$ cat src/shared/acs_map.svh
// register offset, field positions, reset value and timing counts of the scheduler
`ifndef ACS_MAP_SVH
`define ACS_MAP_SVH
`define ACS_CTRL_ADDR    8'haa
`define ACS_CTRL_RESET   8'h00
`define ACS_BIT_EN       7
`define ACS_BIT_TM       6
`define ACS_BIT_DONE     5
`define ACS_BIT_BUSY     4
`define ACS_CM_HI        3
`define ACS_CM_LO        1
`define ACS_TRACK_CLKS   2'h3
`define ACS_CONV_CLKS    4'h8
`endif

$ cat src/shared/acs_pkg.sv
// types shared by the converter scheduler
package acs_pkg;
   typedef enum logic [3:0] {
      ACS_IDLE  = 4'h1,
      ACS_TRACK = 4'h2,
      ACS_CONV  = 4'h4,
      ACS_OFF   = 4'h8
   } acs_state_e;
   typedef logic [2:0] acs_mode_t;
endpackage

$ cat src/core/acs_scheduler.sv
// conversion scheduler and control register of the secondary converter
`timescale 1ns/10ps
`include "acs_map.svh"
module acs_scheduler (
   input  wire logic       clk,               // system clock, 100 MHz
   input  wire logic       nrst,              // async reset, active low
   input  wire logic       ce,                // clock enable, freezes all state
   input  wire logic [7:0] sfr_addr,          // register address
   input  wire logic [7:0] sfr_wdata,         // write data
   input  wire logic       sfr_wr,            // write strobe
   input  wire logic       sfr_rd,            // read strobe
   output logic      [7:0] sfr_rdata,         // read data, registered
   input  wire logic       conv_clk_tick,     // converter clock pulse
   input  wire logic       t3_ovf,            // timer 3 overflow pulse
   input  wire logic       t2_ovf,            // timer 2 overflow pulse
   input  wire logic       primary_start,     // primary busy write of 1
   input  wire logic       convert_start_pin, // external start level
   input  wire logic [7:0] core_result,       // sampled result from core
   output logic            core_power,        // converter powered
   output logic            core_track,        // sampler tracking
   output logic            core_convert,      // conversion running
   output logic [7:0]      result,            // latched result
   output logic            done_irq           // completion flag level
);
   acs_pkg::acs_state_e state;
   acs_pkg::acs_state_e next_state;
   logic       en;
   logic       tm;
   logic       done;
   acs_pkg::acs_mode_t mode;
   logic [1:0] trk_cnt;
   logic [3:0] cnv_cnt;
   logic       trig;
   logic       pin_low;

   // --------------------------------------------------------------
   // bus decode
   // --------------------------------------------------------------
   // only the one control address answers; any other address reads 0
   wire       ctrl_sel  = (sfr_addr == `ACS_CTRL_ADDR);
   wire       ctrl_wr   = ctrl_sel & sfr_wr;
   wire       ctrl_rd   = ctrl_sel & sfr_rd;
   // a 0 write to the busy bit does nothing
   wire       sw_start  = ctrl_wr & sfr_wdata[`ACS_BIT_BUSY];
   wire       wr_en     = sfr_wdata[`ACS_BIT_EN];
   wire       wr_tm     = sfr_wdata[`ACS_BIT_TM];
   wire       wr_done   = sfr_wdata[`ACS_BIT_DONE];
   wire [2:0] wr_mode   = sfr_wdata[`ACS_CM_HI:`ACS_CM_LO];
   wire       pin_mode  = (mode == 3'h2);
   wire       busy      = (state == acs_pkg::ACS_CONV);
   wire [7:0] ctrl_view = {en, tm, done, busy, mode, 1'b0};

   // --------------------------------------------------------------
   // converter-clock counting
   // --------------------------------------------------------------
   // counts advance only on converter clocks
   wire       trk_done     = (trk_cnt == `ACS_TRACK_CLKS);
   wire       cnv_done     = conv_clk_tick & (cnv_cnt == `ACS_CONV_CLKS - 4'h1);
   wire       finish       = busy & cnv_done;                // busy falling edge
   wire [1:0] next_trk_cnt = (state != acs_pkg::ACS_TRACK) ? 2'h0 :
                             (conv_clk_tick ? trk_cnt + 2'h1 : trk_cnt);
   wire [3:0] next_cnv_cnt = (state != acs_pkg::ACS_CONV) ? 4'h0 :
                             (conv_clk_tick ? cnv_cnt + 4'h1 : cnv_cnt);
   // set beats a software clear landing in the same cycle
   wire       next_done    = finish | (ctrl_wr ? wr_done : done);

   acs_trigger_sel u_trig (
      .clk               (clk),
      .nrst              (nrst),
      .ce                (ce),
      .mode              (mode),
      .sw_start          (sw_start),
      .t3_ovf            (t3_ovf),
      .t2_ovf            (t2_ovf),
      .primary_start     (primary_start),
      .convert_start_pin (convert_start_pin),
      .trig              (trig),
      .pin_low           (pin_low)
   );

   // --------------------------------------------------------------
   // next-state logic
   // --------------------------------------------------------------
   always_comb begin
      next_state = state;
      unique case (state)
         acs_pkg::ACS_OFF: begin
            if (en) begin
               next_state = acs_pkg::ACS_IDLE;
            end
         end
         acs_pkg::ACS_IDLE: begin
            if (!en) begin
               next_state = acs_pkg::ACS_OFF;
            end else if (trig) begin
               // low-power timed modes track first; pin mode already tracked
               if (tm && (mode != 3'h2)) begin
                  next_state = acs_pkg::ACS_TRACK;
               end else begin
                  next_state = acs_pkg::ACS_CONV;
               end
            end
         end
         acs_pkg::ACS_TRACK: begin
            if (!en) begin
               next_state = acs_pkg::ACS_OFF;
            end else if (trk_done) begin
               next_state = acs_pkg::ACS_CONV;
            end
         end
         acs_pkg::ACS_CONV: begin
            if (!en) begin
               next_state = acs_pkg::ACS_OFF;
            end else if (cnv_done) begin
               next_state = acs_pkg::ACS_IDLE;
            end
         end
         default: next_state = acs_pkg::ACS_OFF;
      endcase
   end

   // --------------------------------------------------------------
   // output decode
   // --------------------------------------------------------------
   // outputs follow next_state so they change with the state flop
   wire       next_power   = (next_state != acs_pkg::ACS_OFF);
   // normal mode tracks whenever idle; pin mode only while pin low
   wire       idle_track   = ~tm | (pin_mode & pin_low);
   wire       next_track   = (next_state == acs_pkg::ACS_TRACK) |
                             ((next_state == acs_pkg::ACS_IDLE) & idle_track);
   wire       next_convert = (next_state == acs_pkg::ACS_CONV);
   wire [7:0] next_rdata   = ctrl_rd ? ctrl_view : 8'h00;

   // --------------------------------------------------------------
   // state and converter-clock counters
   // --------------------------------------------------------------
   // state flop; shutdown is the safe state out of reset
   always_ff @(posedge clk or negedge nrst) begin
      if (!nrst) begin
         state <= acs_pkg::ACS_OFF;
      end else if (ce) begin
         state <= next_state;
      end
   end

   // tracking length in converter clocks
   always_ff @(posedge clk or negedge nrst) begin
      if (!nrst) begin
         trk_cnt <= 2'h0;
      end else if (ce) begin
         trk_cnt <= next_trk_cnt;
      end
   end

   // conversion length in converter clocks
   always_ff @(posedge clk or negedge nrst) begin
      if (!nrst) begin
         cnv_cnt <= 4'h0;
      end else if (ce) begin
         cnv_cnt <= next_cnv_cnt;
      end
   end

   // --------------------------------------------------------------
   // control register
   // --------------------------------------------------------------
   // configuration fields; a write while ce is low is lost
   always_ff @(posedge clk or negedge nrst) begin
      if (!nrst) begin
         en   <= 1'b0;
         tm   <= 1'b0;
         mode <= 3'h0;
      end else if (ce && ctrl_wr) begin
         en   <= wr_en;
         tm   <= wr_tm;
         mode <= wr_mode;
      end
   end

   // completion flag; hardware set beats software clear
   always_ff @(posedge clk or negedge nrst) begin
      if (!nrst) begin
         done <= 1'b0;
      end else if (ce) begin
         done <= next_done;
      end
   end

   // --------------------------------------------------------------
   // registered outputs
   // --------------------------------------------------------------
   // read data stands for one cycle after the read strobe
   always_ff @(posedge clk or negedge nrst) begin
      if (!nrst) begin
         sfr_rdata <= 8'h00;
      end else if (ce) begin
         sfr_rdata <= next_rdata;
      end
   end

   // result holds until the next conversion ends
   always_ff @(posedge clk or negedge nrst) begin
      if (!nrst) begin
         result <= 8'h00;
      end else if (ce && finish) begin
         result <= core_result;
      end
   end

   // converter controls; the flag output mirrors the flag itself
   always_ff @(posedge clk or negedge nrst) begin
      if (!nrst) begin
         core_power   <= 1'b0;
         core_track   <= 1'b0;
         core_convert <= 1'b0;
         done_irq     <= 1'b0;
      end else if (ce) begin
         core_power   <= next_power;
         core_track   <= next_track;
         core_convert <= next_convert;
         done_irq     <= next_done;
      end
   end
endmodule

$ cat src/core/acs_trigger_sel.sv
// start-trigger selection for the converter scheduler
`timescale 1ns/10ps
module acs_trigger_sel (
   input  wire logic               clk,               // system clock
   input  wire logic               nrst,              // async reset, active low
   input  wire logic               ce,                // clock enable
   input  wire acs_pkg::acs_mode_t mode,              // start-mode field
   input  wire logic               sw_start,          // software busy write of 1
   input  wire logic               t3_ovf,            // timer 3 overflow pulse
   input  wire logic               t2_ovf,            // timer 2 overflow pulse
   input  wire logic               primary_start,     // primary busy write of 1
   input  wire logic               convert_start_pin, // external start level
   output logic                    trig,              // selected start pulse
   output logic                    pin_low            // start pin currently low
);
   logic pin_q;
   logic pin_rise;

   // --------------------------------------------------------------
   // edge detect on the start pin
   // --------------------------------------------------------------
   always_ff @(posedge clk or negedge nrst) begin
      if (!nrst) begin
         pin_q <= 1'b1;  // high at reset so no false edge
      end else if (ce) begin
         pin_q <= convert_start_pin;
      end
   end
   assign pin_rise = convert_start_pin & ~pin_q;
   assign pin_low  = ~convert_start_pin;

   // mode decode of the trigger source
   assign trig = mode[2]          ? primary_start :
                 (mode == 3'h0)   ? sw_start :
                 (mode == 3'h1)   ? t3_ovf :
                 (mode == 3'h2)   ? pin_rise : t2_ovf;
endmodule

$ cat config.mk
export PLATFORM = sky130hd
export DESIGN_NAME = acs_scheduler
export DESIGN_NICKNAME = d
export VERILOG_FILES = /design/src/shared/acs_pkg.sv /design/src/core/acs_scheduler.sv /design/src/core/acs_trigger_sel.sv
export VERILOG_INCLUDE_DIRS = /design/src /design/src/shared
export SDC_FILE = /design/constraint.sdc
export NUM_CORES = 1
export LEC_CHECK = 0
export ABC_CLOCK_PERIOD_IN_PS = 3100
export BUFFER_PORTS_ARGS = -buffer_cell sky130_fd_sc_hd__buf_2
export CORE_UTILIZATION = 55
export CTS_BUF_LIST = sky130_fd_sc_hd__clkbuf_4
export DETAILED_ROUTE_END_ITERATION = 12
export PLACE_DENSITY = 0.85
export SYNTH_ARGS = -nofsm -noshare
export SYNTH_HDL_FRONTEND = slang
export SYNTH_SLANG_ARGS = --single-unit
export TNS_END_PERCENT = 100
$ cat constraint.sdc
create_clock -name clk -period 3.1 [get_ports clk]
set_clock_uncertainty 0.05 [all_clocks]
set_input_delay 0.775 -clock clk [delete_from_list [all_inputs] [get_ports clk]]
set_output_delay 0.775 -clock clk [all_outputs]
set_load 0.05 [all_outputs]
# == Word level (Yosys, flattened, before mapping) ==
# Index checks and enable logic that the tools add are counted.
# op_classes
mux,19
bitwise_logic,14
n_reduce_logical,8
add_sub_neg,2
eq_ne,16
# ops
op,count
4-bit 2-to-1 mux,9
4-bit case mux with 4 select lines,1
4-bit by 3-bit == test with 1-bit output (second input constant),3
1-bit bitwise AND,8
4-bit by 1-bit == test with 1-bit output (second input constant),2
4-bit by 2-bit == test with 1-bit output (second input constant),2
8-bit == test (second input constant),1
8-bit 2-to-1 mux,1
1-bit 2-to-1 mux,5
4-bit by 1-bit adder with 4-bit output (second input constant),1
4-bit == test (second input constant),1
2-bit 2-to-1 mux,2
4-bit by 2-bit inequality test with 1-bit output (second input constant),1
4-bit by 3-bit inequality test with 1-bit output (second input constant),1
4-bit inequality test (second input constant),1
2-bit AND reduction,2
2-bit nonzero test,2
3-bit by 1-bit == test with 1-bit output (second input constant),1
3-bit by 2-bit == test with 1-bit output (second input constant),1
1-bit logical AND,3
3-bit logical NOT,1
3-bit 2-to-1 mux,1
3-bit by 2-bit inequality test with 1-bit output (second input constant),1
1-bit inverter,3
other kinds (3),5
# word_totals
inputBits,34
regBits,36

# == Longest topological paths before layout ==
# Gate-level depths: netlist of run 1.
# depth
word_depth,12
mapped_depth,6
mapped_depth_nobuf,6

# == Cells and area by module ==
# A second synthesis of run 1 with hierarchy kept.
# unflattened
hier_cells,144
hier_area_um2,1679.1
# modules_own_cells
module,instances,area_each_um2,cells_each
acs_scheduler,1,1590.3,134
acs_trigger_sel,1,88.8,10

# == Least setup slack after synthesis of run 1 ==
# OpenSTA, ideal clock, no wires.
# synth_path
kind,input port to flip-flop
start,input sfr_addr[4]
end,register state[0]
setup_ps,122
t_required_ps,2928
t_arrival_ps,1971
path_slack_ps,957
n_path_buf,0
stages,5
cell_sequence,nor4bb_1 > nand4_1 > and2_1 > or3_1 > a32o_1
# synth_via
elab_chain_len,8
# synth_rtl
item,line_no,source
"start, declared",acs_scheduler.sv:8,"input wire logic [7:0] sfr_addr,"
8-bit == test (no line),--,
1-bit bitwise AND,acs_scheduler.sv:41,wire ctrl_wr = ctrl_sel & sfr_wr;
1-bit bitwise AND,acs_scheduler.sv:44,wire sw_start = ctrl_wr & sfr_wdata[`ACS_BIT_BUSY];
1-bit 2-to-1 mux,acs_trigger_sel.sv:34,(mode == 3'h0) ? sw_start :
1-bit 2-to-1 mux,acs_trigger_sel.sv:33,assign trig = mode[2] ? primary_start :
4-bit 2-to-1 mux,acs_scheduler.sv:95,end else if (trig) begin
4-bit 2-to-1 mux,acs_scheduler.sv:93,if (!en) begin
4-bit case mux with 4 select lines,acs_scheduler.sv:86,unique case (state)
"end signal, assigned",acs_scheduler.sv:140,state <= acs_pkg::ACS_OFF;
"end signal, assigned",acs_scheduler.sv:142,state <= next_state;
"end, declared",acs_scheduler.sv:25,acs_pkg::acs_state_e state;
# Every way passes these cells.
# A chain may end at the register's enable or synchronous reset.

# == Final worst setup path of run 1 ==
# layout_path
start,register trk_cnt[0]
end,register core_track
# layout_via
elab_chain_len,7
# layout_rtl
item,line_no,source
"start, declared",acs_scheduler.sv:31,logic [1:0] trk_cnt;
"start signal, assigned",acs_scheduler.sv:151,trk_cnt <= next_trk_cnt;
2-bit == test (no line) *,--,
4-bit 2-to-1 mux *,acs_scheduler.sv:107,end else if (trk_done) begin
4-bit 2-to-1 mux *,acs_scheduler.sv:105,if (!en) begin
4-bit case mux with 4 select lines *,acs_scheduler.sv:86,
4-bit by 1-bit == test with 1-bit output,acs_scheduler.sv:130,((next_state == acs_pkg::ACS_IDLE) & idle_track);
1-bit bitwise AND,acs_scheduler.sv:130,
1-bit OR *,acs_scheduler.sv:129,wire next_track = (next_state == acs_pkg::ACS_TRACK) |
"end signal, assigned",acs_scheduler.sv:219,core_track <= next_track;
"end, declared",acs_scheduler.sv:20,"output logic core_track,"
# Every way passes the cells marked *; elsewhere a longest branch is shown, timed or not.

==> run_results.csv, run 1 <==
group,metric,value,unit
timing,period_share,72.7,%
global_route,grt_pass1_vias,1453,
finish,final_nets,246,
critical_path,ff2ff_path_depth,6,
clocking,clock_path_buffers,2,
timing,setup_viol,0,
drt,drt_iter0_markers,26,
synthesis,synth_common_cells,"dfrtp_1, nand2_1, mux2_2",
power,power_density,408,nW/um2
drt,wire_per_inst,14.6,um
finish,final_cells,255,
placed_design,port_buffers,51,
drt,drt-pass1-iter-count,4,
synthesis,syn-instance-count,161,
die,core,3030,um2
timing,max_freq,0.443,GHz
finish,fillers,234,
hold_path,hp-class,"primary input to async pin",
drt,ant_nets,0,
global_route,overflow,0,
synthesis,netlist_area,1730,um2
clocking,insertion_delay,0.34,ns
synthesis,synth.top_cell.area_share,47.6,%
synthesis,synth_area_leaders,"dfrtp_1, mux2_2, o21ai_0",
drt,vias_per_cell,5.59,
finish,syn2layout_area_growth,19.8,%
critical_path,cp_data_arrival_time,2.43,ns
synthesis,yosysSeqAreaShare,50.6,%
synthesis,synth-edff-count,0,
synthesis,yosysMostFrequentCell,"dfrtp_1",
global_route,grt_busiest_layer,"met2",
die,start_util,57.3,%
global_route,antenna_found_initial,0,
timing,hold_violations,0,
finish,final_layout_size_suffix_gt1_share,37.9,%
placed_design,dp_hpwl,2780,um
clocking,cts_max_level,2,
global_route,grt_max_degree,36,
placed_design,place_ws,0.693,ns
global_route,grtUsageMet3,9.38,%
die,rows,20,
timing,tns,0,ns
timing,slew_headroom,50.9,%
placed_design,dp_cells,247,
clocking,hold_buffers,0,
die,die_w,58.2,um
synthesis,synth_cell_types,40,
synthesis,yosys_warnings,0,
drt,vias,1425,
clocking,cts-buffers-inserted,5,
clocking,clock-sinks,35,
clocking,path_clk_slew,0.11,ns
critical_path,reg2reg_slack,0.84,ns
global_route,grt_pass1_wl,6450,um
synthesis,ys_seq_elements,35,
synthesis,synthArstFlopShare,100,%
timing,tightest_slew,0.736,ns
global_route,grtUsageTotal,25.7,%
clocking,cts_setup_buffers,0,
run,max_cap_violations,0,
power,p_leak,1.05,nW
timing,worst_slack,0.845,ns
critical_path,crit_path_start_kind,"register",
die,die_area,3380,um2
critical_path,cp.required,3.27,ns
finish,fin_util,68.6,%
clocking,ctsResizeCount,0,
critical_path,cp-end-kind,"register",
drt,drc,0,
timing,timing.hold.ws,0.437,ns
global_route,use_met1,32.1,%
global_route,use_met2,41.4,%
critical_path,timing_worst_setup_path_type,"register to register",
synthesis,synth_ff_type,"dfrtp_1",
timing,rsz0062_at_grt,"false",
die,dieHeight,58.2,um
timing,period_needed,2.26,ns
synthesis,yosys.area.top_type,"dfrtp_1",
status,status,"complete, no violations",
clocking,cts_tree,"built",
critical_path,path_max_fanout,3,
synthesis,synth.avg_cell_area,10.8,um2
placed_design,place.gp.congestion,0.793,
synthesis,syn_nets,197,
finish,diodes,0,
die,ios,54,
timing,drv_slew,0,
clocking,clock-root-buffer,"clkbuf_4",
power,peakVddDrop,0.253,mV
drt,totalWireLength,3720,um
==> sequential cells by signal (all words and copies together), names as in the netlist, 2 cells and up <==
signal     count
cnv_cnt        4
state          4
sfr_rdata      7
trk_cnt        2
result         8
mode           3
==> path summary, 6_finish.rpt <==
| check | start | end |
|---|---|---|
| setup / recovery | trk_cnt[0] | core_track |
| hold / removal | nrst | trk_cnt[0] |
| setup reg to reg | trk_cnt[0] | core_track |
| hold reg to reg | core_power | core_power |
| max in group asynchronous | nrst | sfr_rdata[7] |
| min in group clk | core_power | core_power |
==> metrics by stage <==
stage          instance area (um2)  total power, W
2_1_floorplan                 1730        0.000507
3_3_place_gp                  2000        0.000537
3_5_place_dp                  2000        0.000541
4_1_cts                       2080        0.000853
5_1_grt                       2080        0.000887
6_report                      2080        0.000849
==> layer usage <==
| metal | routed length [um] | vias up |
|---|---|---|
| met5 | 0 | - |
| met4 | 6 | 0 |
| met3 | 180 | 2 |
| met2 | 1950 | 41 |
| met1 | 1590 | 704 |
| li1 | - | 678 |
==> kinds of logic (layout without fill, tap and decap cells) <==
logic type | count (synthesis) | count (layout) | synth area share (%)
other cells | 1 | 1 | 0.216
simple gates | 52 | 52 | 17.3
xor+xnor | 2 | 2 | 1.01
buf+inv | 15 | 65 | 3.97
mux | 16 | 16 | 10.3
fa+ha+maj | 2 | 2 | 1.44
flops | 35 | 35 | 50.6
compound gates | 38 | 38 | 15.1
==> power by group <==
part,internal [W],switching (W)
clock,0.000166,0.000151
sequential,0.000463,0.00000603
combinational,0.0000268,0.0000363
==> critical path, cell delays in order (launching register included) <==
cell and delay, ns:
dfrtp_1 0.42, ha_1 0.22, or4b_4 0.49, or3b_4 0.40
a211oi_2 0.20, o31ai_1 0.11, a32o_1 0.26
==> cell type report <==
type                       count  area [um2]  area share [%]
sequential                    35         878            42.3
multi-input combinational    111         787            37.9
timing repair buffer          52         263            12.6
tap                           44        55.1            2.65
clock inverter                 3        38.8            1.87
clock buffer                   5        37.5            1.81
inverter                       5        18.8           0.903
==> cells in the final DEF (no fill, tap or decap), drive strengths merged, types with 3 or more instances in the layout <==
cell,netlist,layout
a21oi,4,4
a32o,3,3
a211oi,4,4
nor2,8,8
nand3,3,3
dfrtp,33,33
nand2b,4,4
nand2,17,17
nor4bb,3,3
o31ai,3,3
o2bb2ai,7,7
o21ai,14,14
inv,5,5
mux2,15,15
buf,3,52
clkbuf,7,5
Note: power is estimated with default switching activity, not from simulation.
==> run 2, diff against run 1 <==
Settings changed: ABC_CLOCK_PERIOD_IN_PS 3100 to 2050, CORE_UTILIZATION 55 to 47, PLACE_DENSITY 0.85 to 0.77.
Clock period 3.1 ns to 2.05 ns, I/O delays scaled along.
==> run_results.csv, run 2 (same netlist as run 1, synthesis figures left out) <==
group,metric,value,unit
status,status,"finished with violations",
status,violations,"setup timing",
global_route,grt_max_degree,36,
clocking,cts-buffers-inserted,5,
die,die_w,62.7,um
timing,period_share,105,%
finish,largest_register,"result",
clocking,clock_path_buffers,2,
die,rows,21,
finish,largest_reg_flops,8,
drt,vias_per_cell,5.33,
power,seqPwrFrac,59.5,%
finish,final_common_cell,"buf_2",
power,p_clk_share,31.9,%
finish,regArea,878,um2
finish,fillers,293,
timing,worst_slack,-0.0939,ns
power,power_density,551,nW/um2
power,internal_power,0.000906,W
die,ios,54,
critical_path,cp.required,2.23,ns
clocking,insertion_delay,0.33,ns
critical_path,crit_path_start_kind,"register",
timing,drv_slew,0,
power,report.power.total,0.00119,W
finish,final_layout_size_suffix_gt1_share,42.2,%
power,p_comb_share,8.6,%
clocking,clock-root-buffer,"clkbuf_4",
timing,max_freq,0.466,GHz
clocking,cts_tree,"built",
die,start_util,50.4,%
die,dieHeight,62.7,um
power,p_leak,1.10,nW
drt,wire_per_inst,13.0,um
clocking,path_clk_slew,0.11,ns
critical_path,timing_worst_setup_path_type,"register to register",
power,peakVddDrop,0.476,mV
critical_path,cpMaxStageDelayCell,"or4b_4",
clocking,clock-sinks,35,
critical_path,cp-end-kind,"register",
timing,setup_viol,1,
critical_path,worstPathCellList,"ha_2, or4b_4, or3b_4, a211oi_2, o31ai_1, a32o_1",
global_route,overflow,0,
power,p_sw_share,23.7,%
finish,most-common-layout-cells,"buf_2, dfrtp_1, nand2_1",
drt,drc,0,
die,die_area,3940,um2
power,switchingPower,0.000282,W
timing,period_needed,2.14,ns
global_route,grt_pass1_wl,6130,um
run,max_cap_violations,0,
critical_path,slowest_delay,0.48,ns
die,core,3440,um2
critical_path,critical_path_buf_inv_count,0,
placed_design,dp_hpwl,2630,um
critical_path,cp_top_family,"simple AND/OR/NAND/NOR gates",
critical_path,path_max_fanout,2,
clocking,cts_max_level,2,
global_route,grtUsageTotal,20.0,%
drt,totalWireLength,3490,um
finish,diodes,0,
placed_design,place.gp.congestion,0.791,
placed_design,port_buffers,51,
finish,final_nets,258,
timing,hold_violations,0,
finish,multi_input_area,790,um2
critical_path,cp_data_arrival_time,2.32,ns
finish,reg_top3,"result: 8 flops, sfr_rdata: 7 flops",
drt,ant_nets,0,
drt,vias,1435,
placed_design,place_ws,-0.102,ns
finish,fin_util,62.6,%
global_route,grt_pass1_vias,1422,
hold_path,hp-class,"primary input to async pin",
global_route,antenna_found_initial,0,
drt,drt-pass1-iter-count,4,
drt,drt_iter0_markers,41,
finish,syn2layout_area_growth,24.2,%
timing,rsz0062_at_grt,"true",
run 2: changes by cell type in the layout (fill, tap and decap cells not counted):
| cell | change |
|---|---|
| clkinv_1 | -1 |
| buf_4 | +12 |
| ha_2 | +1 |
| bufinv_16 | -1 |
| ha_1 | -1 |
| clkbuf_4 | +2 |
run 2: path summary, 6_finish.rpt:
check,start,end,slack [ns],cells past startpoint
hold / removal,nrst,trk_cnt[1],0.14,2
max in group asynchronous,nrst,u_trig.pin_q,1.47,2
min in group clk,sfr_wdata[5],done_irq,0.36,3
setup / recovery,trk_cnt[0],core_track,-0.09,6
setup reg to reg,trk_cnt[0],core_track,-0.09,6
hold reg to reg,core_power,core_power,0.43,1
run 2: power by group through the flow:
stage	clock network, W	registers, W	logic [W]
after floorplan	0	0.000724	0.0000432
after global placement	0	0.000719	0.000102
after detailed placement	0	0.000719	0.000104
after CTS	0.000397	0.000706	0.000104
after global routing	0.000428	0.000708	0.000115
final	0.000379	0.000706	0.000102
run 2: stage by stage:
| stage | cell area [um2] | setup TNS [ns] | hold WS [ns] | std cells |
|---|---|---|---|---|
| after floorplan | 1730 | -0.0358 | 0.167 | 161 |
| after global placement | 2090 | -0.118 | 0.408 | 260 |
| after detailed placement | 2090 | -0.123 | 0.419 | 260 |
| after CTS | 2150 | -0.0980 | 0.141 | 268 |
| after global routing | 2150 | -0.278 | 0.157 | 269 |
| final | 2150 | -0.0939 | 0.137 | 269 |
run 2: cell type report:
class	instances	share of cell area (%)
well taps	46	2.67
clock buffers	7	2.44
inverters	5	0.871
repair buffers	64	16.4
multi-input cells	111	36.6
clock inverters	1	0.232
flip-flops and latches	35	40.8
run 2: routing by layer:
metal,GRT usage (%),routed length (um),up-vias
li1,-,-,701
met1,24.6,1570,687
met2,33.6,1680,41
met3,5.84,190,6
met4,6.40,45,0
met5,0,0,-
run 2: timing repair:
action / in CTS / in global routing
gates cloned: 0 / 0
buffers inserted: 0 / 1
gates resized for setup: 1 / 0
pin swaps: 0 / 0
endpoints found under the setup margin: 1 / 3
endpoints found under the hold margin: 0 / 0
hold buffers: 0 / 0
==> run 3, diff against run 2 <==
Settings changed: CORE_ASPECT_RATIO from default to 0.7.
==> run_results.csv, run 3 (same netlist as run 1, synthesis figures left out) <==
group,metric,value,unit
global_route,grtUsageTotal,21.4,%
die,rows,18,
clocking,clock-root-buffer,"clkbuf_4",
critical_path,cp.required,2.22,ns
finish,largest_register,"result",
status,violations,"setup timing",
timing,rsz0062_at_grt,"true",
global_route,grt_max_degree,36,
drt,drc,0,
placed_design,port_buffers,51,
finish,final_layout_size_suffix_gt1_share,42.7,%
finish,diodes,0,
finish,fin_util,62.2,%
clocking,clock_path_buffers,2,
die,start_util,49.0,%
critical_path,worstPathCellList,"ha_2, or4b_4, or3b_4, a211oi_2, o31ai_1, a32o_1",
critical_path,cp-end-kind,"register",
die,core,3540,um2
clocking,insertion_delay,0.33,ns
clocking,cts_tree,"built",
hold_path,hp-class,"primary input to async pin",
critical_path,cpMaxStageDelayCell,"or4b_4",
finish,final_nets,260,
drt,totalWireLength,3740,um
finish,reg_top3,"result: 8 flops, sfr_rdata: 7 flops",
drt,wire_per_inst,13.6,um
timing,period_needed,2.16,ns
timing,max_freq,0.463,GHz
critical_path,slowest_delay,0.48,ns
placed_design,dp_cells,265,
finish,final_common_cell,"buf_2",
global_route,antenna_found_initial,0,
critical_path,critical_path_buf_inv_count,0,
power,p_leak,1.11,nW
die,ios,54,
timing,setup_viol,1,
finish,syn2layout_area_growth,26.8,%
placed_design,placed_area,2100,um2
status,status,"finished with violations",
placed_design,place_ws,-0.102,ns
clocking,cts-buffers-inserted,5,
critical_path,crit_path_start_kind,"register",
placed_design,place.gp.congestion,0.831,
clocking,clock-sinks,35,
finish,most-common-layout-cells,"buf_2, dfrtp_1, nand2_1",
die,dieHeight,52.8,um
finish,largest_reg_flops,8,
global_route,grt_pass1_wl,6110,um
critical_path,cp_top_family,"simple AND/OR/NAND/NOR gates",
drt,drt_iter0_markers,58,
clocking,hold_buffers,0,
finish,final_cells,275,
drt,ant_nets,0,
power,peakVddDrop,0.392,mV
timing,period_share,105,%
critical_path,cp_data_arrival_time,2.33,ns
critical_path,path_max_fanout,2,
power,power_density,596,nW/um2
timing,hold_violations,0,
clocking,path_clk_slew,0.11,ns
finish,post-route-cell-area,2200,um2
timing,drv_slew,0,
die,die_area,3940,um2
placed_design,dp_hpwl,2860,um
drt,vias,1436,
drt,vias_per_cell,5.22,
clocking,cts_max_level,2,
global_route,grt_pass1_vias,1316,
global_route,overflow,0,
critical_path,timing_worst_setup_path_type,"register to register",
die,die_w,74.6,um
timing,worst_slack,-0.109,ns
run,max_cap_violations,0,
drt,drt-pass1-iter-count,4,
-- run 3: cell types whose count changed in the layout (fill, tap and decap cells not counted), sizes merged --
cell      before  now
clkinvlp       0    1
clkinv         1    0
bufinv         0    1
buf           64   66
clkbuf         7    6
-- run 3: what timing repair did --
item,in CTS,in global routing
buffers inserted,0,2
setup endpoints to repair,1,1
resized for setup,1,0
-- run 3: final timing paths --
check                               endpoint  depth (start not counted)  slack (ns)           start
worst max-delay path              core_track                          6       -0.11      trk_cnt[0]
worst min-delay path                state[2]                          2        0.14            nrst
worst max register to register    core_track                          6       -0.11      trk_cnt[0]
worst min register to register    core_power                          1        0.45      core_power
max in group asynchronous       u_trig.pin_q                          2        1.46            nrst
min in group clk                   result[4]                          2        0.35  core_result[4]
-- run 3: where the power goes --
group	internal [W]	switching [W]	total [W]
Clock	0.000270	0.000230	0.000500
Sequential	0.000700	0.00000735	0.000707
Combinational	0.0000455	0.0000581	0.000104
Total	0.00102	0.000295	0.00131
-- run 3: final cells by class --
cell class | count | area (um2)
multi-input cells | 111 | 790
clock inverters | 2 | 37.5
flip-flops and latches | 35 | 878
clock buffers | 6 | 45.0
fillers | 322 | 1340
repair buffers | 66 | 368
inverters | 5 | 18.8
well taps | 50 | 62.6
-- run 3: layer usage --
metal / routed length [um] / global-route usage, % / up-vias
met2: 1640 / 30.8 / 35
met1: 1920 / 32.6 / 693
met3: 178 / 5.58 / 0
li1: - / - / 708
met5: 0 / 0 / -
met4: 0 / 3.14 / 0
-- run 3: stage by stage --
step | TNS (ns) | power, W | hold WS [ns]
detailed placement | -0.178 | 0.000825 | 0.419
global placement | -0.0787 | 0.000822 | 0.416
floorplan | -0.0358 | 0.000767 | 0.167
global route | -0.170 | 0.00136 | 0.166
CTS | -0.113 | 0.00132 | 0.159
finish | -0.109 | 0.00131 | 0.142
